==> src/hbd_regs.svh <==
// Purpose: Timing constants for the H-bridge drive control block.
// Assumes: Times are in nanoseconds; the clock period is 40 ns (25 MHz).
// Notes:   Cycle counts round least times up to whole clock cycles.
`ifndef HBD_REGS_SVH
`define HBD_REGS_SVH

// Clock period in nanoseconds.
`define HBD_CLK_NS        40
// Idle time before low-power standby.
`define HBD_T_STANDBY_NS  1150000
// Fixed chopping off-time.
`define HBD_T_OFF_NS      25000
// Crossover dead time between fast and slow decay.
`define HBD_CROSSOVER_DEAD_TIME_NS      400
// Over-current deglitch time.
`define HBD_OVERCURRENT_DEGLITCH_TIME_NS      2000
// Over-current retry off-time.
`define HBD_T_RETRY_NS    10000000
// Share of the off-time spent in fast decay, in percent.
`define HBD_FAST_PCT      50

// Converts a least time in nanoseconds to whole clock cycles, rounding up.
`define HBD_CYC_UP(t) (((t) + `HBD_CLK_NS - 1) / `HBD_CLK_NS)

`define HBD_STANDBY_CYC   `HBD_CYC_UP(`HBD_T_STANDBY_NS)
`define HBD_OFF_CYC       `HBD_CYC_UP(`HBD_T_OFF_NS)
`define HBD_DEAD_CYC      `HBD_CYC_UP(`HBD_CROSSOVER_DEAD_TIME_NS)
`define HBD_DEGLITCH_CYC  `HBD_CYC_UP(`HBD_OVERCURRENT_DEGLITCH_TIME_NS)
`define HBD_RETRY_CYC     `HBD_CYC_UP(`HBD_T_RETRY_NS)

`endif

==> src/hbd_pkg.sv <==
// Purpose: Types shared by the H-bridge drive control block.
// Assumes: Nothing beyond the timing header.
// Notes:   Timing counts live in hbd_regs.svh.
package hbd_pkg;

  // Bridge command decoded from the logic inputs.
  typedef enum logic [1:0] {
    HBD_CMD_COAST,
    HBD_CMD_FWD,
    HBD_CMD_REV,
    HBD_CMD_BRAKE
  } hbd_cmd_e;

  // Phases of one current chopping cycle.
  typedef enum logic [1:0] {
    HBD_ST_DRIVE,
    HBD_ST_FAST,
    HBD_ST_DEAD,
    HBD_ST_SLOW
  } hbd_chop_e;

endpackage

==> src/hbd_core.sv <==
// Purpose: Gate control of a brushed DC motor H-bridge with chopping and protection.
// Assumes: All status inputs are asynchronous comparator levels from the analog side.
// Notes:   PHASE_ENABLE selects the phase/enable input variant instead of two inputs.
`timescale 1ns/1ps
`include "hbd_regs.svh"

module hbd_core #(
  parameter bit PHASE_ENABLE = 1'b0,               // Selects phase/enable input variant.
  parameter int STANDBY_CYC  = `HBD_STANDBY_CYC,   // Idle cycles before standby.
  // Default retry, chopping and deglitch timings.
  parameter int RETRY_CYC    = `HBD_RETRY_CYC,     // Over-current retry off cycles.
  parameter int OFF_CYC      = `HBD_OFF_CYC,       // Chopping off-time cycles.
  parameter int DEAD_CYC     = `HBD_DEAD_CYC,      // Crossover dead time cycles.
  parameter int DEGLITCH_CYC = `HBD_DEGLITCH_CYC   // Over-current deglitch cycles.
) (
  input  wire logic mclk,                          // System clock, 25 MHz.
  input  wire logic arst_n,                        // Asynchronous reset, active low.
  input  wire logic drive_input_a,                 // First drive input (two-input variant).
  input  wire logic drive_input_b,                 // Second drive input (two-input variant).
  input  wire logic direction_phase_input,         // Direction input (phase/enable variant).
  input  wire logic bridge_enable_input,           // Enable input (phase/enable variant).
  input  wire logic sense_trip,                    // Low-side sense comparator tripped.
  input  wire logic overcurrent_protection,        // Output current above trip level.
  input  wire logic thermal_shutdown,              // Over-temperature flag with hysteresis.
  input  wire logic supply_undervoltage_lockout,   // Supply below lockout threshold.
  output logic      high_side_a_on,                // High-side gate of output A.
  output logic      low_side_a_on,                 // Low-side gate of output A.
  output logic      high_side_b_on,                // High-side gate of output B.
  output logic      low_side_b_on,                 // Low-side gate of output B.
  output logic      standby_active,                // Device is in low-power standby.
  output logic      charge_pump_on,                // Charge pump and regulator enable.
  output logic      overcurrent_fault              // Over-current retry interval running.
);
  import hbd_pkg::*;

  // Derived chopping phase lengths.
  localparam int FAST_CYC = OFF_CYC * `HBD_FAST_PCT / 100;
  localparam int SLOW_CYC = OFF_CYC - FAST_CYC - DEAD_CYC;
  localparam int CW       = $clog2(OFF_CYC + 1);
  localparam int SW       = $clog2(STANDBY_CYC + 1);
  localparam int RW       = $clog2(RETRY_CYC + 1);
  localparam int DW       = $clog2(DEGLITCH_CYC + 1);

  // Refuse timings that leave no room for a slow decay phase.
  if (FAST_CYC < 1 || DEAD_CYC < 1 || SLOW_CYC < 1 || DEGLITCH_CYC < 1 ||
      RETRY_CYC < 1 || STANDBY_CYC < 1) begin : g_bad_timing
    $error("hbd_core: timing parameters leave an empty phase");
  end

  // Decodes the active input variant into a bridge command.
  function automatic hbd_cmd_e hbd_decode(input logic a, input logic b,
                                          input logic ph, input logic en);
    hbd_cmd_e c;
    c = HBD_CMD_COAST;
    if (PHASE_ENABLE) begin
      // Enable high drives by phase; enable low brakes or coasts by phase.
      if (en) begin
        c = ph ? HBD_CMD_FWD : HBD_CMD_REV;
      end else begin
        c = ph ? HBD_CMD_BRAKE : HBD_CMD_COAST;
      end
    end else begin
      unique case ({a, b})
        2'b10:   c = HBD_CMD_FWD;
        2'b01:   c = HBD_CMD_REV;
        2'b11:   c = HBD_CMD_BRAKE;
        2'b00:   c = HBD_CMD_COAST;
      endcase
    end
    return c;
  endfunction

  // Three-stage synchronisers; a level counts once stages two and three agree.
  logic [7:0] sync1_reg;                           // First stage, read only by stage two.
  logic [7:0] sync2_reg;                           // Second stage.
  logic [7:0] sync3_reg;                           // Third stage.
  logic [7:0] filt_reg;                            // Accepted input levels.

  // Samples the pins through the synchroniser chain.
  always_ff @(posedge mclk or negedge arst_n) begin
    if (!arst_n) begin
      sync1_reg <= 8'h00;
      sync2_reg <= 8'h00;
      sync3_reg <= 8'h00;
      filt_reg  <= 8'h00;
    end else begin
      sync1_reg <= {drive_input_a, drive_input_b, direction_phase_input, bridge_enable_input,
                    sense_trip, overcurrent_protection, thermal_shutdown,
                    supply_undervoltage_lockout};
      sync2_reg <= sync1_reg;
      sync3_reg <= sync2_reg;
      filt_reg  <= (sync2_reg & sync3_reg) | (filt_reg & (sync2_reg ^ sync3_reg));
    end
  end

  // Named views of the accepted levels.
  logic     trip_f;                                // Sense comparator tripped.
  logic     oc_f;                                  // Over-current level.
  logic     th_f;                                  // Over-temperature level.
  logic     uv_f;                                  // Undervoltage level.
  logic     idle;                                  // Standby entry condition holds.
  logic     run;                                   // Bridge may be driven.
  hbd_cmd_e cmd;                                   // Present bridge command.

  assign trip_f = filt_reg[3];
  assign oc_f   = filt_reg[2];
  assign th_f   = filt_reg[1];
  assign uv_f   = filt_reg[0];
  assign cmd    = hbd_decode(filt_reg[7], filt_reg[6], filt_reg[5], filt_reg[4]);
  assign idle   = !trip_f && (PHASE_ENABLE ? !filt_reg[4] : (filt_reg[7:6] == 2'b00));

  logic            standby_reg;                    // Standby state.
  logic            pump_on_reg;                    // Charge pump enable, inverse of standby.
  logic [SW-1:0]   idle_cnt_reg;                   // Cycles the idle condition has held.
  logic            fault_reg;                      // Over-current retry in progress.
  logic [DW-1:0]   oc_cnt_reg;                     // Cycles over-current has held.
  logic [RW-1:0]   retry_cnt_reg;                  // Cycles spent in retry.
  hbd_chop_e       state_reg;                      // Chopping phase.
  logic [CW-1:0]   chop_cnt_reg;                   // Cycles spent in the chopping phase.

  assign run = !standby_reg && !uv_f && !th_f && !fault_reg;

  // Idle timer, standby and charge pump.
  // Standby ends as soon as the idle condition breaks; the controller then waits
  // for the charge pump before chopping, which this block does not police.
  // The pump enable has its own flip-flop so that the output needs no inverter.
  always_ff @(posedge mclk or negedge arst_n) begin
    if (!arst_n) begin
      idle_cnt_reg <= '0;
      standby_reg  <= 1'b0;
      pump_on_reg  <= 1'b1;
    end else if (!idle) begin
      idle_cnt_reg <= '0;
      standby_reg  <= 1'b0;
      pump_on_reg  <= 1'b1;
    end else if (idle_cnt_reg == SW'(STANDBY_CYC)) begin
      standby_reg  <= 1'b1;
      pump_on_reg  <= 1'b0;
    end else begin
      idle_cnt_reg <= idle_cnt_reg + 1'b1;
    end
  end

  // Deglitch and retry timing.
  // Undervoltage acts as a reset and clears any pending fault.
  always_ff @(posedge mclk or negedge arst_n) begin
    if (!arst_n) begin
      oc_cnt_reg    <= '0;
      retry_cnt_reg <= '0;
      fault_reg     <= 1'b0;
    end else if (uv_f) begin
      oc_cnt_reg    <= '0;
      retry_cnt_reg <= '0;
      fault_reg     <= 1'b0;
    end else if (fault_reg) begin
      oc_cnt_reg <= '0;
      if (retry_cnt_reg == RW'(RETRY_CYC - 1)) begin
        fault_reg     <= 1'b0;
        retry_cnt_reg <= '0;
      end else begin
        retry_cnt_reg <= retry_cnt_reg + 1'b1;
      end
    end else if (!oc_f) begin
      oc_cnt_reg <= '0;
    end else if (oc_cnt_reg == DW'(DEGLITCH_CYC)) begin
      // Over-current held longer than the deglitch time.
      fault_reg  <= 1'b1;
      oc_cnt_reg <= '0;
    end else begin
      oc_cnt_reg <= oc_cnt_reg + 1'b1;
    end
  end

  always_ff @(posedge mclk or negedge arst_n) begin
    if (!arst_n) begin
      state_reg    <= HBD_ST_DRIVE;
      chop_cnt_reg <= '0;
    end else if (!run || !(cmd == HBD_CMD_FWD || cmd == HBD_CMD_REV)) begin
      // Chopping only applies while driving; anything else restarts the latch.
      state_reg    <= HBD_ST_DRIVE;
      chop_cnt_reg <= '0;
    end else begin
      unique case (state_reg)
        HBD_ST_DRIVE: begin
          if (trip_f) begin
            state_reg    <= HBD_ST_FAST;
            chop_cnt_reg <= '0;
          end
        end
        HBD_ST_FAST: begin
          if (chop_cnt_reg == CW'(FAST_CYC - 1)) begin
            state_reg    <= HBD_ST_DEAD;
            chop_cnt_reg <= '0;
          end else begin
            chop_cnt_reg <= chop_cnt_reg + 1'b1;
          end
        end
        HBD_ST_DEAD: begin
          if (chop_cnt_reg == CW'(DEAD_CYC - 1)) begin
            state_reg    <= HBD_ST_SLOW;
            chop_cnt_reg <= '0;
          end else begin
            chop_cnt_reg <= chop_cnt_reg + 1'b1;
          end
        end
        HBD_ST_SLOW: begin
          if (chop_cnt_reg == CW'(SLOW_CYC - 1)) begin
            state_reg    <= HBD_ST_DRIVE;
            chop_cnt_reg <= '0;
          end else begin
            chop_cnt_reg <= chop_cnt_reg + 1'b1;
          end
        end
      endcase
    end
  end

  // Gate pattern {hs_a, ls_a, hs_b, ls_b} for the present command and phase.
  logic [3:0] gates_next;
  logic [3:0] gates_reg;

  always_comb begin
    gates_next = 4'h0;
    if (run) begin
      unique case (cmd)
        HBD_CMD_COAST: gates_next = 4'h0;
        HBD_CMD_BRAKE: gates_next = 4'h5;
        HBD_CMD_FWD, HBD_CMD_REV: begin
          unique case (state_reg)
            HBD_ST_DRIVE: gates_next = (cmd == HBD_CMD_FWD) ? 4'h9 : 4'h6;
            HBD_ST_FAST:  gates_next = (cmd == HBD_CMD_FWD) ? 4'h6 : 4'h9;
            HBD_ST_DEAD:  gates_next = 4'h0;
            HBD_ST_SLOW:  gates_next = 4'h5;
          endcase
        end
      endcase
    end
  end

  // Registers the four gate outputs.
  always_ff @(posedge mclk or negedge arst_n) begin
    if (!arst_n) begin
      gates_reg <= 4'h0;
    end else begin
      gates_reg <= gates_next;
    end
  end

  assign high_side_a_on    = gates_reg[3];
  assign low_side_a_on     = gates_reg[2];
  assign high_side_b_on    = gates_reg[1];
  assign low_side_b_on     = gates_reg[0];
  assign standby_active    = standby_reg;
  assign charge_pump_on    = pump_on_reg;
  assign overcurrent_fault = fault_reg;

  // Helper: length of the present over-current fault.
  logic [RW-1:0] flt_len_reg;
  always_ff @(posedge mclk or negedge arst_n) begin
    if (!arst_n) begin
      flt_len_reg <= '0;
    end else begin
      flt_len_reg <= fault_reg ? flt_len_reg + 1'b1 : '0;
    end
  end
endmodule

==> config.mk <==
export PLATFORM = sky130hd
export DESIGN_NAME = hbd_core
export DESIGN_NICKNAME = d
export VERILOG_FILES = /design/src/hbd_pkg.sv /design/src/hbd_core.sv
export VERILOG_INCLUDE_DIRS = /design/src /design/src/src
export SDC_FILE = /design/constraint.sdc
export NUM_CORES = 1
export LEC_CHECK = 0
export ABC_AREA = 1
export BUFFER_PORTS_ARGS = -buffer_cell sky130_fd_sc_hd__buf_2
export CORE_MARGIN = 5
export CORE_UTILIZATION = 35
export CTS_BUF_LIST = sky130_fd_sc_hd__clkbuf_2
export DETAILED_ROUTE_END_ITERATION = 8
export GPL_TIMING_DRIVEN = 0
export PLACE_DENSITY = 0.57
export SYNTH_ARGS = -nofsm -noshare
export SYNTH_HDL_FRONTEND = slang
export SYNTH_SLANG_ARGS = --single-unit
==> constraint.sdc <==
create_clock -name mclk -period 2.5 [get_ports mclk]
set_clock_uncertainty 0.2 [all_clocks]
set_input_delay 0.5 -clock mclk [delete_from_list [all_inputs] [get_ports mclk]]
set_output_delay 0.5 -clock mclk [all_outputs]
set_load 0.01 [all_outputs]
== After elaboration in Yosys (flattened, before gate mapping) ==
Index checks and enable logic that the tools add are counted.
W data, S select, Z words.

* Add/sub/neg operators: 4
* Bitwise operators: 4
* Reduce and logical (&&, ||, !) cells: 19
* Equal/unequal tests: 21
* Multiplexer cells: 36

{| class="wikitable"
|+ Operator list
! operator !! number
|-
| $mux W18 || 3
|-
| $mux W10 || 5
|-
| $pmux W10 S4 || 1
|-
| $mux W15 || 2
|-
| $mux W6 || 4
|-
| $eq A10 B9 Y1 const B || 2
|-
| $add A18 B1 Y18 const B || 1
|-
| $eq A18 B18 Y1 const B || 1
|-
| $and A8 B8 Y8 || 2
|-
| $pmux W2 S4 || 2
|-
| $pmux W4 S4 || 1
|-
| $add A15 B1 Y15 const B || 1
|-
| $eq A15 B15 Y1 const B || 1
|-
| $eq A2 B2 Y1 const B || 6
|-
| $mux W4 || 3
|-
| $ne A3 B3 Y1 const B || 4
|-
| $pmux W4 S3 || 1
|-
| $add A10 B1 Y10 const B || 1
|-
| $eq A10 B4 Y1 const B || 1
|-
| $mux W2 || 5
|-
| $mux W1 || 9
|-
| $or A8 B8 Y8 || 1
|-
| $xor A8 B8 Y8 || 1
|-
| $logic_not A1 Y1 || 7
|-
| 11 further kinds || 19
|}

* Logic and storage cells: 97
* Register bits: 90

== Longest topological paths before layout ==
* Depth in word-level cells: 8
* Mapped depth: 10
* Gate-level depth less buffers: 10

== Worst setup path after synthesis ==
No wires, ideal clock.

* Path kind: reg2reg
* Start: register filt_reg[6]
* End: register state_reg[0]
* Path buffers: 1
* Clock period less this slack: 1.710 ns
* Data required time: 2.177 ns
* Setup time: 0.123 ns
* Stages on the path, launching flop included: 10
* Arrival: 1.387 ns
* Setup slack: 0.790 ns
* Path through: dfrtp_1 > inv_1 > ha_1 > inv_1 > nor2_8 > nand2_4 > buf_6 > nand2_1 > o21ai_0 > nand2_1

* Word-level cells in the longest chain between the ends: 8

{| class="wikitable"
|+ Ends and longest elaborated chain
! item !! line !! text
|-
| start, declared || hbd_core.sv:77 || <nowiki>logic [7:0] filt_reg;</nowiki>
|-
| start signal, assigned || hbd_core.sv:92 || <nowiki>filt_reg <= (sync2_reg & sync3_reg) | (filt_reg & (sync2_reg ^ sync3_reg));</nowiki>
|-
| $eq A2 B2 Y1, or another cell as far along || hbd_core.sv:63 || <nowiki>unique case ({a, b})</nowiki>
|-
| $pmux W2 S4 (*) || hbd_core.sv:63 ||
|-
| $eq A2 B1 Y1 / $eq A2 B2 Y1 (equally long branches) || hbd_core.sv:178 || <nowiki>end else if (!run || !(cmd == HBD_CMD_FWD || cmd == HBD_CMD_REV)) begin</nowiki>
|-
| $logic_or A1 B1 Y1 (*) || hbd_core.sv:178 ||
|-
| $logic_not A1 Y1 (*) || hbd_core.sv:178 ||
|-
| $logic_or A1 B1 Y1 (*) || hbd_core.sv:178 ||
|-
| $ne A3 B3 Y1 (no line) || n/a ||
|-
| $reduce_and A4 Y1 (no line) || n/a ||
|-
| end signal, assigned || hbd_core.sv:176 || <nowiki>state_reg <= HBD_ST_DRIVE;</nowiki>
|-
| end signal, assigned || hbd_core.sv:180 || <nowiki>state_reg <= HBD_ST_DRIVE;</nowiki>
|-
| end signal, assigned || hbd_core.sv:186 || <nowiki>state_reg <= HBD_ST_FAST;</nowiki>
|-
| end, declared || hbd_core.sv:118 || <nowiki>hbd_chop_e state_reg;</nowiki>
|}

Every way passes the cells marked *; elsewhere a longest branch is shown, timed or not.
A chain may end at the register's enable or synchronous reset.

== Worst setup path after layout ==
* Start: register fault_reg, in the netlist overcurrent_fault
* End: output overcurrent_fault

{| class="wikitable"
|+ RTL lines
! item !! line !! text
|-
| start, declared || hbd_core.sv:115 || <nowiki>logic fault_reg;</nowiki>
|-
| start signal, assigned || hbd_core.sv:150 || <nowiki>fault_reg <= 1'b0;</nowiki>
|-
| start signal, assigned || hbd_core.sv:154 || <nowiki>fault_reg <= 1'b0;</nowiki>
|-
| start signal, assigned || hbd_core.sv:158 || <nowiki>fault_reg <= 1'b0;</nowiki>
|-
| end, declared || hbd_core.sv:32 || <nowiki>output logic overcurrent_fault</nowiki>
|}

No word-level cell between the ends.

==> impl_metrics.py <==
metrics = {
    "power_and_ir_drop": {
        "p_switching_uw": 658.5,
        "switching_share": 0.2903,
        "ir_worst_vdd_v": 0.0002569,
        "power_density_mw_per_mm2": 485.8,
        "total_power_mw": 2.269,
        "combPwrFrac": 0.133,
        "clockPowerShare": 0.249,
        "intPower_mw": 1.610,
        "cellLeakagePower_nw": 2.191,
        "power_frac_seq": 0.618,
    },
    "grt": {
        "antenna_found_initial": 0,
        "grt-ovfl-total": 0,
        "grt_pass1_vias": 3364,
        "grt_pass1_wl_um": 15260,
        "grt_max_degree": 50,
        "track_usage": 0.1294,
    },
    "clocking": {
        "cts_max_path_buffers": 2,
        "worstSkewPairLatency_ns": 0.53,
        "cts_tree": "done",
        "clkTransAtPathRegs_ns": 0.21,
        "clockRootBuffer": "clkbuf_2",
        "cts.sinks": 82,
        "h-tree-depth": 3,
        "post_cts_buffers": 0,
        "numCtsBuffers": 9,
    },
    "synthesis": {
        "synth_common_cells": "125 x nand2_1, 81 x dfrtp_1, 81 x nor2_1",
        "synth_area_leaders": "dfrtp_1 48%, nand2_1 11%, nor2_1 7.2%",
        "synth_ff_type": "dfrtp_1",
        "synth_edf_count": 0,
        "syn-num-nets": 553,
        "netlist_area_mm2": 0.004238,
        "synth.most_common_cell": "nand2_1",
        "ys_warn_count": 0,
        "avgSynthCellArea_um2": 8.150,
        "yosys.area.top_type": "dfrtp_1",
        "synth_cells": 520,
        "ys_types": 35,
        "synth_top_area_share": 0.4783,
        "yosysSeqAreaShare": 0.4845,
        "ys_ff_latch": 82,
        "async_flop_share": 1.000,
    },
    "setup_path": {
        "startpoint_type": "flop",
        "critPathMaxStageDelay_ns": 0.53,
        "r2r_cells": 9,
        "endpoint_kind": "output pin",
        "crit_family": "flip-flops",
        "r2r_slack_ns": 0.63,
        "cp.required_ns": 1.80,
        "cp_max_fo": 5,
        "slowest_stage": "dfrtp_1",
        "timing.rr.start": "filt_reg[7]",
        "reg2reg_to": "state_reg[1]",
        "path_cells": "buf_2",
        "critPathBufInv": 1,
        "path_class": "reg2out",
        "arrival_ns": 1.23,
    },
    "detailed_routing": {
        "vias": 3364,
        "avgRoutedWirePerCell_um": 11.65,
        "drc_errors": 0,
        "ant_nets": 0,
        "firstDrtPassIters": 4,
        "initialDrtViolationCount": 184,
        "wl_um": 8205,
        "vias_per_cell": 4.778,
    },
    "min_path": {
        "hp-start": "sync1_reg[3]",
        "hold_path_class": "reg2reg",
        "hold_depth": 0,
        "min_to": "sync2_reg[3]",
    },
    "cells_and_area": {
        "drive_gt1_frac": 0.08618,
        "final_design_area_no_fill_mm2": 0.004669,
        "nNetsFinal": 586,
        "areaGrowthSynthToFinish_pct": 10.19,
        "largest_reg_flops": 18,
        "antenna_cells": 0,
    },
    "place": {
        "place_area_mm2": 0.004522,
        "gp_congestion": 0.8637,
        "dp_hpwl_um": 6004,
        "pre_cts_ws_ns": 0.6099,
        "port-buffer-count": 14,
    },
    "timing": {
        "setup_ws_ns": 0.5736,
        "fmax_mhz": 519.1,
        "setup-tns-final_ns": 0,
        "fin_crit_ns": 1.926,
        "worst_pin_slew_ns": 0.4589,
        "maxSlewHeadroom": 0.6940,
        "fin_crit_sh": 0.7705,
        "hold_viol_final": 0,
        "setup_viol": 0,
        "rsz0062_at_grt": "false",
        "maxSlewViolCount": 0,
    },
    "die": {
        "start_util": 0.3543,
        "die_y_um": 120.0,
        "core_mm2": 0.01196,
        "die_w_um": 120.0,
        "die_area_mm2": 0.01441,
        "rows": 40,
        "pin_count": 17,
    },
    "run": {
        "drv_cap": 0,
    },
    "status": {
        "status": "finished clean",
    },
}
placed cells by master (no fill, tap or decap), types with 3 or more instances in the layout:
cell,Yosys,routed
nand3_1,35,35
dlygate4sd3_1,0,7
dfrtp_1,81,81
xnor2_1,4,4
nor2_1,81,81
a21oi_1,24,24
xor2_1,9,9
o21ai_0,16,16
clkbuf_2,0,12
inv_1,59,59
nand2_1,125,125
nand4_1,13,13
o21bai_1,3,3
nor3_1,12,12
buf_2,3,16
ha_1,23,23
a21o_1,6,6
layout make-up:
cell class	instances	area [um2]
plain buffers	5	30.03
clock inverters	3	17.52
repair buffers	22	170.2
well taps	147	183.9
clock buffers	12	60.06
flip-flops and latches	82	2053
multi-input cells	370	1918
inverters	63	236.5
fillers	1203	7292
power groups by stage:
stage | clock (mW) | sequential (mW) | combinational [mW]
2_1_floorplan | 0 | 1.42 | 0.198
3_3_place_gp | 0 | 1.42 | 0.284
3_5_place_dp | 0 | 1.43 | 0.298
4_1_cts | 0.610 | 1.40 | 0.308
5_1_grt | 0.663 | 1.41 | 0.350
6_report | 0.565 | 1.40 | 0.302
stage by stage:
stage,instances,hold slack [ns],util
floorplan,520,0.004409,-
global placement,681,0.1319,0.3755
detailed placement,682,0.1347,0.3780
CTS,704,0.1657,0.3904
global route,704,0.1883,0.3904
finish,704,0.1680,0.3904
what timing repair did:
| action | 4_1_cts | 5_1_grt |
|---|---|---|
| hold endpoints to repair | 39 | 0 |
| hold buffers | 7 | 0 |
| gates resized for setup | 0 | 0 |
kinds of logic after synthesis:
family | count (synthesis) | synth area share
and+or+nand+nor | 280 | 0.2867
DFF | 82 | 0.4845
buffers and inverters | 68 | 0.06289
AOI/OAI and AO/OA | 54 | 0.07116
adders and majority gates | 23 | 0.06791
xor gates and xnor gates | 13 | 0.02687
layer usage:
| metal | share of wire | global-route usage | wire, um | vias to the layer above |
|---|---|---|---|---|
| met5 | 0 | 0 | 0 | - |
| met4 | 0.019 | 0.06228 | 154 | 0 |
| met3 | 0.026 | 0.02733 | 217 | 12 |
| met2 | 0.46 | 0.2006 | 3790 | 37 |
| met1 | 0.49 | 0.1719 | 4043 | 1582 |
| li1 | - | - | - | 1733 |
worst max path at each step:
| stage | cells past startpoint | end | from |
|---|---|---|---|
| after floorplan | 9 | state_reg[0] | filt_reg[6] |
| after global placement | 1 | oc_cnt_reg[2] | arst_n |
| after detailed placement | 9 | state_reg[0] | filt_reg[7] |
| after CTS | 1 | overcurrent_fault | overcurrent_fault |
| after global routing | 9 | state_reg[1] | filt_reg[7] |
| final | 1 | overcurrent_fault | overcurrent_fault |
Note: power is estimated with default switching activity, not from simulation.
